==> config.mk <==
export PLATFORM = sky130hd
export DESIGN_NAME = pfo_fault_ctrl
export DESIGN_NICKNAME = d
export VERILOG_FILES = /design/src/verilog/pfo_pkg.sv /design/src/verilog/pfo_fault_ctrl.sv /design/src/verilog/pfo_fault_sel.sv
export VERILOG_INCLUDE_DIRS = /design/src /design/src/verilog
export SDC_FILE = /design/constraint.sdc
export NUM_CORES = 1
export LEC_CHECK = 0
export BUFFER_PORTS_ARGS = -buffer_cell sky130_fd_sc_hd__buf_4
export CAP_MARGIN = 30
export CORE_MARGIN = 2
export CORE_UTILIZATION = 46
export CTS_BUF_LIST = sky130_fd_sc_hd__clkbuf_16
export DETAILED_ROUTE_END_ITERATION = 12
export GPL_ROUTABILITY_DRIVEN = 0
export HOLD_SLACK_MARGIN = 0.08
export PLACE_DENSITY_LB_ADDON = 0.15
export SLEW_MARGIN = 15
export SYNTH_ARGS = -nofsm -noshare
export SYNTH_HDL_FRONTEND = slang
export SYNTH_SLANG_ARGS = --single-unit
==> constraint.sdc <==
create_clock -name clock -period 2.1 [get_ports clock]
set_input_delay 0.315 -clock clock [delete_from_list [all_inputs] [get_ports clock]]
set_output_delay 0.315 -clock clock [all_outputs]
set_load 0.03 [all_outputs]
==> src/verilog/pfo_regs.svh <==
// Purpose: Register offsets, field positions, reset values and keys of the fault override block
// Assumes: AXI4-Lite, 32-bit data, one aligned word per register
// Notes:   Definitions only
`ifndef PFO_REGS_SVH
`define PFO_REGS_SVH

// ----------------------------------------------------------------
// Register byte offsets
// ----------------------------------------------------------------
`define PFO_OFS_FCL      8'h00
`define PFO_OFS_IOCTL    8'h04
`define PFO_OFS_KEY      8'h08
`define PFO_OFS_CFG      8'h0c
`define PFO_OFS_STATE    8'h10
`define PFO_OFS_IRQ_ST   8'h14
`define PFO_OFS_IRQ_CLR  8'h18
`define PFO_OFS_IRQ_EN   8'h1c

// ----------------------------------------------------------------
// Field positions and codes
// ----------------------------------------------------------------
`define PFO_FCL_W        8
`define PFO_MODE_LATCH   2'h0
`define PFO_MODE_CYCLE   2'h1
`define PFO_MODE_RSVD    2'h2
`define PFO_MODE_OFF     2'h3
`define PFO_CFG_LOCK     0
`define PFO_CFG_TBON     1
`define PFO_EV_W         3

// ----------------------------------------------------------------
// Reset values and unlock keys
// ----------------------------------------------------------------
`define PFO_FCL_RST      8'hfb
`define PFO_IOCTL_RST    2'h0
`define PFO_CFG_RST      2'h1
`define PFO_KEY1         16'habcd
`define PFO_KEY2         16'h4321
`define PFO_RESP_OKAY    2'h0
`define PFO_RESP_SLVERR  2'h2

`endif
==> src/verilog/pfo_pkg.sv <==
// Purpose: Types shared by the fault override block
// Assumes: Constants come from pfo_regs.svh
// Notes:   Nothing here is imported; users write pfo_pkg::name
package pfo_pkg;

    // Fault and current-limit control word
    typedef struct packed {
        logic [4:0] src;
        logic pol;
        logic [1:0] mode;
    } pfo_fcl_t;

    // Override values for the two outputs
    typedef struct packed {
        logic high;
        logic low;
    } pfo_pair_t;

    // Unlock sequencer states
    typedef enum logic [1:0] {
        LK_IDLE,
        LK_KEY1,
        LK_OPEN
    } pfo_lock_st_t;

endpackage

==> src/verilog/pfo_fault_ctrl.sv <==
// Purpose: Fault override of a PWM generator with key-guarded control writes
// Assumes: Single 250 MHz clock, synchronous active-low reset, AXI4-Lite slave
// Notes:   All outputs come straight from flip-flops
//
// The AXI4-Lite slave port and the register addresses are this design's own decisions.
`timescale 1ns/1ps
`include "pfo_regs.svh"
module pfo_fault_ctrl #(
    parameter int NUM_FLT = 4,
    parameter int NUM_CMP = 4
) (
    input wire logic clock,                  // 250 MHz clock
    input wire logic rst_b,                  // Synchronous reset, active low
    input wire logic [7:0] s_axi_awaddr,     // Write address
    input wire logic s_axi_awvalid,          // Write address valid
    output logic s_axi_awready,              // Write address ready
    input wire logic [31:0] s_axi_wdata,     // Write data
    input wire logic [3:0] s_axi_wstrb,      // Write strobes
    input wire logic s_axi_wvalid,           // Write data valid
    output logic s_axi_wready,               // Write data ready
    output logic [1:0] s_axi_bresp,          // Write response
    output logic s_axi_bvalid,               // Write response valid
    input wire logic s_axi_bready,           // Write response ready
    input wire logic [7:0] s_axi_araddr,     // Read address
    input wire logic s_axi_arvalid,          // Read address valid
    output logic s_axi_arready,              // Read address ready
    output logic [31:0] s_axi_rdata,         // Read data
    output logic [1:0] s_axi_rresp,          // Read response
    output logic s_axi_rvalid,               // Read data valid
    input wire logic s_axi_rready,           // Read data ready
    input wire logic [NUM_FLT-1:0] fault_in, // Fault pins
    input wire logic [NUM_CMP-1:0] cmp_in,   // Comparator outputs
    input wire logic fault32_in,             // Default fault source
    input wire logic pwm_period_end,         // One-cycle pulse at each PWM period boundary
    input wire logic pwm_high_in,            // Generator high-side drive
    input wire logic pwm_low_in,             // Generator low-side drive
    output logic pwm_high_out,               // High-side pin drive
    output logic pwm_low_out,                // Low-side pin drive
    output logic pwm_timebase_on,            // Time-base enable to the generator
    output logic irq                         // Level interrupt
);

    // ----------------------------------------------------------------
    // Storage
    // ----------------------------------------------------------------
    pfo_pkg::pfo_fcl_t fcl_r;
    pfo_pkg::pfo_pair_t fault_override_value_r;
    pfo_pkg::pfo_lock_st_t lk_r;
    logic [1:0] cfg_r;
    logic ovr_r;
    logic [`PFO_EV_W-1:0] irq_st_r;
    logic [`PFO_EV_W-1:0] irq_en_r;
    logic aw_rdy_r;
    logic ar_rdy_r;
    logic [7:0] rd_addr_r;

    // ----------------------------------------------------------------
    // Fault source selection
    // ----------------------------------------------------------------
    wire logic fault_asserted;

    pfo_fault_sel #(
        .NUM_FLT(NUM_FLT),
        .NUM_CMP(NUM_CMP)
    ) u_sel (
        .fault_in(fault_in),
        .cmp_in(cmp_in),
        .fault32_in(fault32_in),
        .src(fcl_r.src),
        .pol(fcl_r.pol),
        .asserted(fault_asserted)
    );

    // ----------------------------------------------------------------
    // Bus decode
    // ----------------------------------------------------------------
    // Write and read are never taken in the same cycle, so each access
    // is seen alone by the unlock sequencer
    wire logic wr_take;
    wire logic rd_take;
    wire logic wr_fire;
    wire logic rd_fire;
    wire logic any_access;
    wire logic [15:0] wd16;
    wire logic wr_fcl;
    wire logic wr_ioctl;
    wire logic wr_key;
    wire logic wr_cfg;
    wire logic wr_clr;
    wire logic wr_en;
    wire logic wr_mapped;
    wire logic rd_mapped;
    wire logic wr_protected;
    wire logic locked;
    wire logic unlocked_now;
    wire logic prot_ok;

    assign wr_take = s_axi_awvalid & s_axi_wvalid & ~s_axi_bvalid & ~aw_rdy_r;
    assign rd_take = s_axi_arvalid & ~s_axi_rvalid & ~ar_rdy_r & ~wr_take & ~aw_rdy_r;
    assign wr_fire = aw_rdy_r;
    assign rd_fire = ar_rdy_r;
    assign any_access = wr_fire | rd_fire;
    assign wd16 = s_axi_wdata[15:0];
    assign wr_fcl = wr_fire & (s_axi_awaddr == `PFO_OFS_FCL);
    assign wr_ioctl = wr_fire & (s_axi_awaddr == `PFO_OFS_IOCTL);
    assign wr_key = wr_fire & (s_axi_awaddr == `PFO_OFS_KEY);
    assign wr_cfg = wr_fire & (s_axi_awaddr == `PFO_OFS_CFG);
    // Strobe folded in here so status, enable and the interrupt output agree
    assign wr_clr = wr_fire & s_axi_wstrb[0] & (s_axi_awaddr == `PFO_OFS_IRQ_CLR);
    assign wr_en = wr_fire & s_axi_wstrb[0] & (s_axi_awaddr == `PFO_OFS_IRQ_EN);
    assign wr_mapped = (s_axi_awaddr[7:2] <= 6'h07) & (s_axi_awaddr[1:0] == 2'h0);
    assign rd_mapped = (rd_addr_r[7:2] <= 6'h07) & (rd_addr_r[1:0] == 2'h0);
    assign wr_protected = wr_fcl | wr_ioctl;
    assign locked = cfg_r[`PFO_CFG_LOCK];
    assign unlocked_now = (lk_r == pfo_pkg::LK_OPEN);
    // While locked, a protected write lands only straight after the key pair
    assign prot_ok = ~locked | unlocked_now;

    // ----------------------------------------------------------------
    // Unlock sequencer
    // ----------------------------------------------------------------
    pfo_pkg::pfo_lock_st_t lk_nxt;
    logic lk_abort;

    always_comb begin
        lk_nxt = lk_r;
        lk_abort = 1'b0;
        if (any_access) begin
            case (lk_r)
                pfo_pkg::LK_IDLE: begin
                    lk_nxt = (wr_key && wd16 == `PFO_KEY1) ? pfo_pkg::LK_KEY1
                                                           : pfo_pkg::LK_IDLE;
                end
                pfo_pkg::LK_KEY1: begin
                    // Second key must follow at once
                    lk_nxt = (wr_key && wd16 == `PFO_KEY2) ? pfo_pkg::LK_OPEN
                                                           : pfo_pkg::LK_IDLE;
                    lk_abort = ~(wr_key && wd16 == `PFO_KEY2);
                end
                pfo_pkg::LK_OPEN: begin
                    // One access only: anything but a protected write wastes it
                    lk_nxt = pfo_pkg::LK_IDLE;
                    lk_abort = ~wr_protected;
                end
                default: begin
                    lk_nxt = pfo_pkg::LK_IDLE;
                end
            endcase
        end
    end

    // ----------------------------------------------------------------
    // Override state
    // ----------------------------------------------------------------
    wire logic fault_on;
    wire logic ovr_clear;
    wire logic ovr_nxt;
    wire logic [`PFO_EV_W-1:0] ev;
    wire logic [`PFO_EV_W-1:0] irq_st_nxt;

    // Mode 11 ignores the input; reserved 10 is treated the same
    assign fault_on = fault_asserted & ~fcl_r.mode[1];
    // Latched mode clears only on a control write while the fault is gone;
    // cycle mode clears at the period boundary once it is gone
    assign ovr_clear = (fcl_r.mode == `PFO_MODE_LATCH) ? (wr_fcl & prot_ok)
                     : (fcl_r.mode == `PFO_MODE_CYCLE) ? pwm_period_end
                     : 1'b1;
    assign ovr_nxt = fault_on | (ovr_r & ~ovr_clear);

    // Events: override onset, refused protected write, abandoned unlock
    assign ev = {lk_abort, wr_protected & ~prot_ok, ovr_nxt & ~ovr_r};
    // Set wins over a clear in the same cycle
    assign irq_st_nxt = (irq_st_r & ~(wr_clr ? s_axi_wdata[`PFO_EV_W-1:0] : '0)) | ev;

    // Override and pin drive
    always_ff @(posedge clock) begin
        if (!rst_b) begin
            ovr_r <= 1'b0;
            pwm_high_out <= 1'b0;
            pwm_low_out <= 1'b0;
        end else begin
            ovr_r <= ovr_nxt;
            pwm_high_out <= ovr_nxt ? fault_override_value_r.high : pwm_high_in;
            pwm_low_out <= ovr_nxt ? fault_override_value_r.low : pwm_low_in;
        end
    end

    // Control registers; polarity and source stay writable while running,
    // software must keep the time base off while changing them
    always_ff @(posedge clock) begin
        if (!rst_b) begin
            fcl_r <= pfo_pkg::pfo_fcl_t'(`PFO_FCL_RST);
            fault_override_value_r <= pfo_pkg::pfo_pair_t'(`PFO_IOCTL_RST);
            cfg_r <= `PFO_CFG_RST;
            lk_r <= pfo_pkg::LK_IDLE;
        end else begin
            lk_r <= lk_nxt;
            if (wr_fcl && prot_ok && s_axi_wstrb[0]) begin
                fcl_r <= pfo_pkg::pfo_fcl_t'(s_axi_wdata[`PFO_FCL_W-1:0]);
            end
            if (wr_ioctl && prot_ok && s_axi_wstrb[0]) begin
                fault_override_value_r <= pfo_pkg::pfo_pair_t'(s_axi_wdata[1:0]);
            end
            if (wr_cfg && s_axi_wstrb[0]) begin
                cfg_r <= s_axi_wdata[1:0];
            end
        end
    end

    // Interrupt status, enable and output
    always_ff @(posedge clock) begin
        if (!rst_b) begin
            irq_st_r <= '0;
            irq_en_r <= '0;
            irq <= 1'b0;
        end else begin
            irq_st_r <= irq_st_nxt;
            if (wr_en && s_axi_wstrb[0]) begin
                irq_en_r <= s_axi_wdata[`PFO_EV_W-1:0];
            end
            irq <= |(irq_st_nxt & (wr_en ? s_axi_wdata[`PFO_EV_W-1:0] : irq_en_r));
        end
    end

    // ----------------------------------------------------------------
    // Bus handshakes and read data
    // ----------------------------------------------------------------
    wire logic [31:0] rd_val;

    assign rd_val = (rd_addr_r == `PFO_OFS_FCL) ? {24'h000000, fcl_r}
                  : (rd_addr_r == `PFO_OFS_IOCTL) ? {30'h00000000, fault_override_value_r}
                  : (rd_addr_r == `PFO_OFS_CFG) ? {30'h00000000, cfg_r}
                  : (rd_addr_r == `PFO_OFS_STATE) ? {29'h00000000, unlocked_now,
                                                     fault_asserted, ovr_r}
                  : (rd_addr_r == `PFO_OFS_IRQ_ST) ? {29'h00000000, irq_st_r}
                  : (rd_addr_r == `PFO_OFS_IRQ_EN) ? {29'h00000000, irq_en_r}
                  : 32'h00000000;

    // Ready pulses one cycle after both channels are offered
    always_ff @(posedge clock) begin
        if (!rst_b) begin
            aw_rdy_r <= 1'b0;
            ar_rdy_r <= 1'b0;
            rd_addr_r <= 8'h00;
            s_axi_bvalid <= 1'b0;
            s_axi_bresp <= `PFO_RESP_OKAY;
            s_axi_rvalid <= 1'b0;
            s_axi_rresp <= `PFO_RESP_OKAY;
            s_axi_rdata <= 32'h00000000;
        end else begin
            aw_rdy_r <= wr_take;
            ar_rdy_r <= rd_take;
            if (rd_take) begin
                rd_addr_r <= s_axi_araddr;
            end
            if (wr_fire) begin
                s_axi_bvalid <= 1'b1;
                s_axi_bresp <= wr_mapped ? `PFO_RESP_OKAY : `PFO_RESP_SLVERR;
            end else if (s_axi_bready) begin
                s_axi_bvalid <= 1'b0;
            end
            if (rd_fire) begin
                s_axi_rvalid <= 1'b1;
                s_axi_rresp <= rd_mapped ? `PFO_RESP_OKAY : `PFO_RESP_SLVERR;
                s_axi_rdata <= rd_val;
            end else if (s_axi_rready) begin
                s_axi_rvalid <= 1'b0;
            end
        end
    end

    assign s_axi_awready = aw_rdy_r;
    assign s_axi_wready = aw_rdy_r;
    assign s_axi_arready = ar_rdy_r;
    assign pwm_timebase_on = cfg_r[`PFO_CFG_TBON];

endmodule

==> src/verilog/pfo_fault_sel.sv <==
// Purpose: Picks one fault source and applies the polarity selection
// Assumes: Fault and comparator levels are synchronous to the clock
// Notes:   Reserved source codes read as a zero level, which counts as asserted when pol is one
`timescale 1ns/1ps
module pfo_fault_sel #(
    parameter int NUM_FLT = 4,
    parameter int NUM_CMP = 4
) (
    input wire logic [NUM_FLT-1:0] fault_in, // Fault pins, raw level
    input wire logic [NUM_CMP-1:0] cmp_in,   // Comparator outputs, raw level
    input wire logic fault32_in,             // Default fault source
    input wire logic [4:0] src,              // Source code
    input wire logic pol,                    // 1 selects active-low
    output logic asserted                    // Selected source is active
);

    // ----------------------------------------------------------------
    // Source map
    // ----------------------------------------------------------------
    if (NUM_FLT > 8 || NUM_CMP > 8 || NUM_FLT < 1 || NUM_CMP < 1) begin : g_chk
        $error("pfo_fault_sel: source counts must be 1 to 8");
    end

    wire logic [31:0] src_vec;
    wire logic level;

    // Faults at codes 0.., comparators at 8.., the default at 31; the gaps
    // are size casts rather than replications so a full set of eight still fits
    assign src_vec = 32'(fault_in) | (32'(cmp_in) << 8) | {fault32_in, 31'h00000000};
    assign level = src_vec[src];
    // Active-low when pol is one, active-high otherwise
    assign asserted = level ^ pol;

endmodule

# == Yosys cells after proc, flatten, opt, wreduce, memory -nomap -nowiden ==
# Index checks and enable logic that the tools add are counted.
# Widths: inputs -> output; s select.
# classes
order_cmp,3
eq_ne,15
mux,25
bitwise_logic,44
reduce_logical,17
# op_table
cell,count
$eq 8x5->1 const B,5
$or 32x32->32,1
$eq 8x4->1 const B,3
$and 1x1->1,21
$mux 3,7
$eq 16x15->1 const B,1
$eq 16x16->1 const B,1
$eq 8x3->1 const B,2
$logic_not 8->1,2
$le 6x3->1 const B,2
$not 1->1,12
$or 4x12->12,1
$mux 1,11
$logic_and 1x1->1,8
$logic_not 2->1,4
$mux 8,1
$and 3x3->3,2
$lt 5x6->1 const B,1
$mux 2,3
$bmux 1 s5,1
$eq 2x1->1 const B,2
$or 1x1->1,4
$pmux 2 s2,1
$reduce_bool 2->1,2
other kinds (6),6
# totals
regBits,72
wordCells,125

# == Longest topological paths before layout ==
# Gate-level depths: netlist of the first run.
# depth
depth_word,11
depth_mapped,8

# == Cells and area by module ==
# From an unflattened synthesis of the first run, not the netlist that was laid out.
# unflattened
hier_cells,267
hier_area_um2,2397.3
# by_module_without_submodules
module,instances,cells_each,area_per_inst_um2
pfo_fault_ctrl,1,258,2302.2
pfo_fault_sel,1,9,95.1

# == Least setup slack after synthesis of the first run ==
# Ideal clock, no wire load.
# synth_path
path_kind,reg2reg
startpoint,reg aw_rdy_r (netlist: s_axi_awready)
endpoint,reg fcl_r[1] (netlist name)
arrival_ns,1.823
path_slack_ns,0.149
stages_incl_launch_ff,7
n_path_buf,0
synth_period_minus_slack_ns,1.951
cell_sequence,dfxtp_1 nor4b_2 and3_1 nand2_1 nor2_1 mux2i_1 nand2_1
# synth_via
elab_chain_cells,3
# synth_rtl
element,line_no,text
from (decl),pfo_fault_ctrl.sv:53,logic aw_rdy_r;
from (signal assigned),pfo_fault_ctrl.sv:251,aw_rdy_r <= wr_take;
$and 1x1->1,pfo_fault_ctrl.sv:104,assign wr_fcl = wr_fire & (s_axi_awaddr == `PFO_OFS_FCL);
$logic_and 1x1->1 (2 in a row),pfo_fault_ctrl.sv:198,if (wr_fcl && prot_ok && s_axi_wstrb[0]) begin
to (signal assigned),pfo_fault_ctrl.sv:192,fcl_r <= pfo_pkg::pfo_fcl_t'(`PFO_FCL_RST);
to (signal assigned),pfo_fault_ctrl.sv:199,fcl_r <= pfo_pkg::pfo_fcl_t'(s_axi_wdata[`PFO_FCL_W-1:0]);
to (decl),pfo_fault_ctrl.sv:46,pfo_pkg::pfo_fcl_t fcl_r;
# Every way passes these cells.
# A chain may end at the register's enable or synchronous reset.

# == Worst setup path after layout of the first run ==
# layout_path
startpoint,reg fcl_r[4] (netlist name)
endpoint,reg irq
# layout_via
elab_chain_cells,9
# layout_rtl
element,line_no,text
$bmux 1 s5,pfo_fault_sel.sv:30,assign level = src_vec[src];
$mux 1 (implied by the code),pfo_fault_sel.sv:30,
$xor 1x1->1,pfo_fault_sel.sv:32,assign asserted = level ^ pol;
$and 1x1->1,pfo_fault_ctrl.sv:162,assign fault_on = fault_asserted & ~fcl_r.mode[1];
$or 1x1->1,pfo_fault_ctrl.sv:168,assign ovr_nxt = fault_on | (ovr_r & ~ovr_clear);
$and 1x1->1,pfo_fault_ctrl.sv:171,"assign ev = {lk_abort, wr_protected & ~prot_ok, ovr_nxt & ~ovr_r};"
$or 3x3->3,pfo_fault_ctrl.sv:173,assign irq_st_nxt = (irq_st_r & ~(wr_clr ? s_axi_wdata[`PFO_EV_W-1:0] : '0)) | ev;
$and 3x3->3,pfo_fault_ctrl.sv:221,irq <= |(irq_st_nxt & (wr_en ? s_axi_wdata[`PFO_EV_W-1:0] : irq_en_r));
$reduce_or 3->1,pfo_fault_ctrl.sv:221,
to (signal assigned),pfo_fault_ctrl.sv:221,
to (decl),pfo_fault_ctrl.sv:40,output logic irq
# Every way passes these cells. The select of a mux whose other input is x is not followed.

==> impl_metrics.tcl, run 1 <==
set metrics [dict create \
    outcome "complete, no violations" \
    synthTopCellsByCount "dfxtp_1 (46), nor2_1 (41), nand2_1 (30)" \
    dp.cells 430 \
    finalNonFillerCells 437 \
    cts_buffer_depth 2 \
    yosysMostFrequentCell "dfxtp_1" \
    post-dp-hpwl_um 4450 \
    io_buffer_count 70 \
    ant_nets 0 \
    yosysUniqueCellTypes 45 \
    rows 26 \
    cts_tree "built" \
    cts_made_buffers 5 \
    final_nets 441 \
    synthesis.instances 296 \
    fmax_mhz 503 \
    crit_slowest_cell "mux4_2" \
    hold_viol_final 0 \
    fill_cells 492 \
    end_kind "flop" \
    cts_hold_buffers 0 \
    grt.overflow.total 0 \
    clk-insertion-delay-late_ns 0.29 \
    drive_gt1_share_pct 25.9 \
    cts-root-buf "clkbuf_16" \
    ys_async_sr_fraction_pct 0 \
    max_stage_delay_ns 0.51 \
    ys_seq_elements 46 \
    antenna_found_initial 0 \
    p_leak_nw 1.38 \
    cp_max_fo 2 \
    rsz0062_at_grt "no" \
    path_cells "mux4_2 > or2_4 > a31oi_4 > xor2_2 > o31a_1 > o221ai_1" \
    maxCapViolCount 0 \
    post_cts_resized 0 \
    grt_pass1_wl_um 9830 \
    htree_num_levels 2 \
    yosys-top-cells-area "dfxtp_1 (38%), buf_4 (8.4%), mux2i_1 (6.6%), nor2_1 (6.4%), nand2_1 (4.7%)" \
    maxSlewViolCount 0 \
    grtUsageTotal_pct 20.8 \
    die_area_um2 5850 \
    postCtsSetupBuffers 0 \
    clock-sinks 46 \
    crit_path_start_kind "flop" \
    wire_per_inst_um 13.4 \
    core_um2 5070 \
    die_h_um 76.5 \
    synth_edf_count 0 \
    dr_total_vias 2207 \
    drt-initial-drc-count 106 \
    fin_util_pct 60.9 \
    synth_seq_area_share_pct 38.1 \
    areaGrowthSynthToFinish_pct 27.8 \
    crit_family "compound AO/OA/AOI/OAI gates" \
    crit_required_ns 2.31 \
    vias_per_cell 5.05 \
    yosysWarningCount 0 \
    io_pins 116 \
    skew_ns 0.00561 \
    worst-path-buf-inv 0 \
    synth_flop_cell "dfxtp_1" \
    arrival_ns 2.19 \
    initial_core_util_pct 47.7 \
    critPathKind "flop to flop" \
    die_x_um 76.5 \
    grt_max_degree 27 \
    tns_ns 0 \
    reg2reg_slack_ns 0.11 \
    firstDrtPassIters 4 \
    power_density_nw_per_um2 651 \
    dpl_worst_slack_ns 0.0618 \
    peakVddDrop_v 0.000459 \
    synth_area_leader_cell "dfxtp_1" \
    synth_area_um2 2420 \
    drc 0 \
    routed_wl_um 5870 \
    synth_top_area_share_pct 38.1 \
    fin_crit_sh_pct 94.6 \
    synth.avg_cell_area_um2 8.17 \
    diodes 0 \
    hold_class "primary input to flop" \
    grt_pass1_vias 2084 \
    path_clk_slew_ns 0.06 \
    setup_violations 0 \
    fin_ws_ns 0.113 \
    fin_crit_ns 1.99 \
]
power by group:
| part | total, W | switching [W] | internal (W) |
|---|---|---|---|
| clock network | 0.000735 | 0.000309 | 0.000425 |
| registers | 0.000921 | 0.0000213 | 0.000900 |
| logic | 0.000358 | 0.000213 | 0.000145 |
placed cells by master, fill, tap and decap left out, drive strengths merged, types with 2 or more instances in the layout:
master    n
clkbuf    5
mux2i    16
o31ai     2
nor4bb    2
a21oi    19
a2bb2oi   2
dfxtp    46
o211ai    2
o21ai    13
nand4     4
a22oi     2
nand3    12
nor4      2
conb     26
nand2    30
nand2b    6
inv      11
buf      78
nor4b     3
nor2     41
o221ai    2
ha        3
and3      2
a31oi     2
mux2      4
nand4b    3
nor2b    10
nor3      4
kinds of logic after synthesis:
kind of cell,count (synthesis),synth area share [%]
buffers and inverters,48,12.0
other,1,0.155
XOR/XNOR,1,0.362
AND/OR/NAND/NOR,124,25.2
flip-flops,46,38.1
multiplexers,21,9.42
adder cells (fa/ha/maj),3,1.55
AO/OA/AOI/OAI,52,13.3
stage by stage:
step           power, W  hold slack [ns]  instance area, um^2
6_report        0.00201            0.260                 3090
5_1_grt         0.00210            0.272                 3090
4_1_cts         0.00202            0.258                 3060
3_5_place_dp    0.00130            0.464                 2930
3_3_place_gp    0.00129            0.461                 2930
2_1_floorplan   0.00119            0.439                 2510
flip-flops by register name (all words and copies together), names as in the netlist, 2 cells and up:
name	count
irq_en_r	3
fcl_r	8
lk_r	2
irq_st_r	3
rd_addr_r	8
s_axi_rdata	8
fault_override_value_r	2
cfg_r	2
final cells by class:
class	instances	area [um^2]	area share, %
timing repair buffer	78	586	18.9
sequential	46	921	29.8
clock inverter	2	7.51	0.243
inverter	9	33.8	1.09
tap	70	87.6	2.83
multi-input combinational	227	1330	43.1
clock buffer	5	125	4.05
layer usage:
| layer | vias up | GRT usage, % | part of all wire, % |
|---|---|---|---|
| met5 | - | 0 | 0 |
| met4 | 0 | 7.82 | 1.6 |
| met3 | 8 | 4.50 | 4.4 |
| met2 | 56 | 35.8 | 51 |
| met1 | 1030 | 25.5 | 43 |
| li1 | 1113 | - | - |
path summary, 6_finish.rpt:
path	from	cells past startpoint	endpoint
max	fcl_r[4]$_SDFFE_PN1P_	6	irq$_SDFF_PN0_
min	s_axi_araddr[6]	3	rd_addr_r[6]$_SDFFE_PN0P_
max reg2reg	fcl_r[4]$_SDFFE_PN1P_	6	irq$_SDFF_PN0_
min reg2reg	s_axi_rdata[0]$_SDFFE_PN0P_	2	s_axi_rdata[0]$_SDFFE_PN0P_
worst register-to-register path: stages, from the launching register on:
cell and delay, ns:
dfxtp_1 0.35, mux4_2 0.51, or2_4 0.26, a31oi_4 0.16, xor2_2 0.11, o31a_1 0.32, o221ai_1 0.19
Note: power is estimated with default switching activity, not from simulation.
==> run 2, diff against run 1 <==
--- a/config.mk
+++ b/config.mk
@@ -8,7 +8,7 @@
 export LEC_CHECK = 0
 export BUFFER_PORTS_ARGS = -buffer_cell sky130_fd_sc_hd__buf_4
 export CAP_MARGIN = 30
-export CORE_MARGIN = 2
+export CORE_MARGIN = 5
 export CORE_UTILIZATION = 46
 export CTS_BUF_LIST = sky130_fd_sc_hd__clkbuf_16
 export DETAILED_ROUTE_END_ITERATION = 12
==> impl_metrics.tcl, run 2 (synthesized netlist as in run 1, its figures left out) <==
set metrics [dict create \
    areaGrowthSynthToFinish_pct 27.5 \
    critPathCapture "irq$_SDFF_PN0_" \
    postPlaceCellArea_um2 2930 \
    crit_required_ns 2.29 \
    path_cells "mux4_2 > or2_1 > a31oi_2 > xor2_2 > o31a_1 > o221ai_1" \
    die_x_um 82.5 \
    worst_r2r_path_depth 6 \
    grtUsageTotal_pct 18.1 \
    cp-startpoint "fcl_r[4]$_SDFFE_PN1P_" \
    fin_crit_sh_pct 95.3 \
    post-dp-hpwl_um 4740 \
    mostFrequentLayoutCell "buf_4" \
    fin_ws_ns 0.0985 \
    firstDrtPassIters 4 \
    grt.overflow.total 0 \
    postCtsSetupBuffers 0 \
    cp_num_cells 6 \
    arrival_ns 2.20 \
    grt_pass1_vias 2027 \
    maxSlewViolCount 0 \
    drt-initial-drc-count 73 \
    max_stage_delay_ns 0.50 \
    outcome "complete, no violations" \
    cts_buffer_depth 2 \
    final_cell_mix "buf_4 (78), dfxtp_1 (46), nor2_1 (41), nand2_1 (30), conb_1 (26)" \
    die_h_um 82.5 \
    path_clk_slew_ns 0.06 \
    grt_pass1_wl_um 9370 \
    tns_ns 0 \
    maxCapViolCount 0 \
    rows 26 \
    end_kind "flop" \
    seqCellArea_um2 921 \
    multi_input_area_um2 1320 \
    power_frac_comb_pct 17.7 \
    clk-insertion-delay-late_ns 0.28 \
    fill_cells 488 \
    vias_per_cell 5.03 \
    diodes 0 \
    drc 0 \
    reg2reg_from "fcl_r[4]$_SDFFE_PN1P_" \
    fmax_mhz 500 \
    p_leak_nw 1.37 \
    cts_made_buffers 5 \
    antenna_found_initial 0 \
    io_pins 116 \
    critPathKind "flop to flop" \
    intPower_w 0.00147 \
    largestRegisters "fcl_r: 8 flops, rd_addr_r: 8 flops, s_axi_rdata: 8 flops" \
    hold_viol_final 0 \
    grt_max_degree 27 \
    fin_util_pct 60.4 \
    hold_class "primary input to flop" \
    stdcell_area_um2 3080 \
    netSwitchingPower_w 0.000539 \
    reg2reg_slack_ns 0.1 \
    dr_total_vias 2205 \
    crit_path_start_kind "flop" \
    crit_slowest_cell "mux4_2" \
    ant_nets 0 \
    htree_num_levels 2 \
    clockPowerShare_pct 36.5 \
    rsz0062_at_grt "no" \
    clock-sinks 46 \
    worst-path-buf-inv 0 \
    fin_crit_ns 2.00 \
    die_area_um2 6810 \
    skew_ns 0.00436 \
    drive_gt1_share_pct 25.5 \
    power_density_nw_per_um2 652 \
    min_from "s_axi_araddr[6]" \
    post_cts_resized 0 \
    crit_family "compound AO/OA/AOI/OAI gates" \
    routed_wl_um 6070 \
    cts_hold_buffers 0 \
    r2r_end "irq$_SDFF_PN0_" \
    peakVddDrop_v 0.000665 \
    cts_tree "built" \
    dpl_worst_slack_ns 0.0557 \
    core_um2 5110 \
    switching_share_pct 26.8 \
    io_buffer_count 70 \
    cts-root-buf "clkbuf_16" \
    wire_per_inst_um 13.9 \
    initial_core_util_pct 47.4 \
    final_nets 441 \
    cp_max_fo 2 \
    pwr-share-seq_pct 45.8 \
    setup_violations 0 \
]
[run 2: worst min path at each step]
stage,end,cells after the start,slack [ns]
floorplan,fcl_r[4]$_SDFFE_PN1P_,2,0.44
global placement,s_axi_rdata[0]$_SDFFE_PN0P_,2,0.46
detailed placement,s_axi_rdata[0]$_SDFFE_PN0P_,2,0.47
CTS,rd_addr_r[6]$_SDFFE_PN0P_,3,0.26
global route,rd_addr_r[4]$_SDFFE_PN0P_,3,0.27
finish,rd_addr_r[6]$_SDFFE_PN0P_,3,0.26
[run 2: per-stage QoR]
stage          hold WS (ns)  std cells  power, W
2_1_floorplan         0.439        321   0.00119
3_3_place_gp          0.461        430   0.00129
3_5_place_dp          0.465        430   0.00129
4_1_cts               0.262        438   0.00202
5_1_grt               0.268        438   0.00211
6_report              0.259        438   0.00201
[run 2: layout make-up]
type                            instances  share of cell area [%]
Clock buffer                            5                    4.06
Clock inverter                          3                   0.365
Tap cell                               70                    2.84
Sequential cell                        46                    29.9
Timing Repair Buffer                   78                    19.0
Inverter                                9                    1.10
Multi-Input combinational cell        227                    42.8
[run 2: power by group through the flow]
stage               clock network (W)  logic [W]  registers (W)
floorplan                           0   0.000220       0.000966
global placement                    0   0.000351       0.000939
detailed placement                  0   0.000354       0.000940
CTS                          0.000746   0.000355       0.000921
global route                 0.000796   0.000387       0.000925
finish                       0.000735   0.000356       0.000921
[run 2: metal layers]
metal	vias up	GRT usage (%)	routed length, um
li1	1118	-	-
met2	60	32.5	3040
met1	1023	21.4	2590
met4	0	4.74	51
met5	-	0	0
met3	4	4.23	390
[run 2: worst min-delay path, stage by stage]
cell and delay, ns:
buf_4 0.07, mux2i_1 0.05, nor2_1 0.07
==> run 3, diff against run 2 <==
--- a/config.mk
+++ b/config.mk
@@ -14,7 +14,7 @@
 export DETAILED_ROUTE_END_ITERATION = 12
 export GPL_ROUTABILITY_DRIVEN = 0
 export HOLD_SLACK_MARGIN = 0.08
-export PLACE_DENSITY_LB_ADDON = 0.15
+export PLACE_DENSITY = 0.8
 export SLEW_MARGIN = 15
 export SYNTH_ARGS = -nofsm -noshare
 export SYNTH_HDL_FRONTEND = slang
==> impl_metrics.tcl, run 3 (synthesized netlist as in run 1, its figures left out) <==
set metrics [dict create \
    outcome "complete, no violations" \
    critPathKind "flop to flop" \
    met3_usage_pct 4.12 \
    initial_core_util_pct 47.4 \
    firstDrtPassIters 4 \
    rsz0062_at_grt "no" \
    final_cell_mix "buf_4 (79), dfxtp_1 (46), nor2_1 (41), nand2_1 (30), conb_1 (26)" \
    rows 26 \
    vias_per_cell 5.18 \
    min_from "s_axi_wdata[3]" \
    crit_required_ns 2.25 \
    cts_tree "built" \
    fin_crit_ns 2.03 \
    io_buffer_count 70 \
    stdcell_area_um2 3080 \
    wire_per_inst_um 14.3 \
    fin_crit_sh_pct 96.8 \
    path_clk_slew_ns 0.06 \
    clock-sinks 46 \
    diodes 0 \
    grt_pass1_wl_um 9560 \
    crit_family "compound AO/OA/AOI/OAI gates" \
    grt.overflow.total 0 \
    end_kind "flop" \
    arrival_ns 2.18 \
    routed_wl_um 6260 \
    crit_slowest_cell "mux4_2" \
    worst_r2r_path_depth 6 \
    dr_total_vias 2269 \
    grtUsageTotal_pct 18.3 \
    die_h_um 82.5 \
    drc 0 \
    setup_violations 0 \
    cts_buffer_depth 2 \
    maxSlewViolCount 0 \
    io_pins 116 \
    mostFrequentLayoutCell "buf_4" \
    max_stage_delay_ns 0.50 \
    whs_path_depth 3 \
    crit_path_start_kind "flop" \
    path_cells "mux4_2 > or2_1 > a31oi_1 > xor2_1 > o31a_1 > o221ai_1" \
    power_density_nw_per_um2 653 \
    grt_pass1_vias 2073 \
    skew_ns 0.00350 \
    tns_ns 0 \
    maxCapViolCount 0 \
    postCtsSetupBuffers 0 \
    ant_nets 0 \
    postPlaceCellArea_um2 2940 \
    cp_num_cells 6 \
    reg2reg_from "fcl_r[4]$_SDFFE_PN1P_" \
    htree_num_levels 2 \
    areaGrowthSynthToFinish_pct 27.3 \
    drt-initial-drc-count 129 \
    fmax_mhz 492 \
    worst-path-buf-inv 0 \
    core_um2 5110 \
    peakVddDrop_v 0.000542 \
    cts-root-buf "clkbuf_16" \
    met1_usage_pct 21.1 \
    largestRegisters "fcl_r: 8 flops, rd_addr_r: 8 flops, s_axi_rdata: 8 flops" \
    p_leak_nw 1.37 \
    fill_cells 457 \
    grt_max_degree 31 \
    hold_class "primary input to flop" \
    cp-startpoint "fcl_r[4]$_SDFFE_PN1P_" \
    cp_max_fo 2 \
    die_x_um 82.5 \
    drive_gt1_share_pct 25.5 \
    grt_most_used_layer "met2" \
    grtUsageMet2_pct 34.1 \
    clk-insertion-delay-late_ns 0.28 \
    hold_viol_final 0 \
    cts_made_buffers 5 \
    post-dp-hpwl_um 4820 \
    antenna_found_initial 0 \
    final_nets 442 \
    die_area_um2 6810 \
]
-- run 3: cell count changes in the layout (fill, tap and decap cells not counted), sizes merged --
cell	previous run	this run
clkinvlp	0	1
buf	78	79
clkinv	3	0
inv	9	10
-- run 3: repair_timing --
item,in CTS,in global routing
resized for setup,0,1
hold buffers,0,0
endpoints found under the setup margin,0,3
-- run 3: worst reg2reg max path: stages (launching register included) --
cell and delay, ns:
dfxtp_1 0.35, mux4_2 0.50, or2_1 0.25, a31oi_1 0.17, xor2_1 0.30, o31a_1 0.20, o221ai_1 0.14
-- run 3: worst paths after layout --
kind | end | slack (ns)
worst max-delay path | irq$_SDFF_PN0_ | 0.07
worst min-delay path | fcl_r[3]$_SDFFE_PN1P_ | 0.26
worst max register to register | irq$_SDFF_PN0_ | 0.07
worst min register to register | s_axi_rdata[0]$_SDFFE_PN0P_ | 0.48
-- run 3: final cells by class --
class                   count  area, um^2  area share [%]
clock inverters             2        11.3           0.366
flip-flops and latches     46         921            29.9
clock buffers               5         125            4.07
well taps                  70        87.6            2.85
inverters                   9        33.8            1.10
repair buffers             79         593            19.3
multi-input cells         227        1310            42.4
-- run 3: metal layers --
| metal | vias up | routed length [um] |
|---|---|---|
| met1 | 1058 | 2440 |
| li1 | 1117 | - |
| met5 | - | 0 |
| met2 | 88 | 3330 |
| met3 | 6 | 446 |
| met4 | 0 | 54 |
-- run 3: through the flow --
step | hold slack, ns | power [W] | utilization, % | setup WS [ns] | cells
floorplan | 0.439 | 0.00119 | - | 0.149 | 321
global placement | 0.461 | 0.00129 | 57.5 | 0.0559 | 431
CTS | 0.263 | 0.00202 | 60.2 | 0.0286 | 438
finish | 0.263 | 0.00201 | 60.3 | 0.0662 | 438
global route | 0.266 | 0.00210 | 60.3 | 0.00757 | 438
detailed placement | 0.479 | 0.00129 | 57.5 | 0.0435 | 431
-- run 3: where the power goes --
part / internal, W / switching [W]
Clock: 0.000429 / 0.000303
Combinational: 0.000144 / 0.000211
Sequential: 0.000900 / 0.0000230
Total: 0.00147 / 0.000537
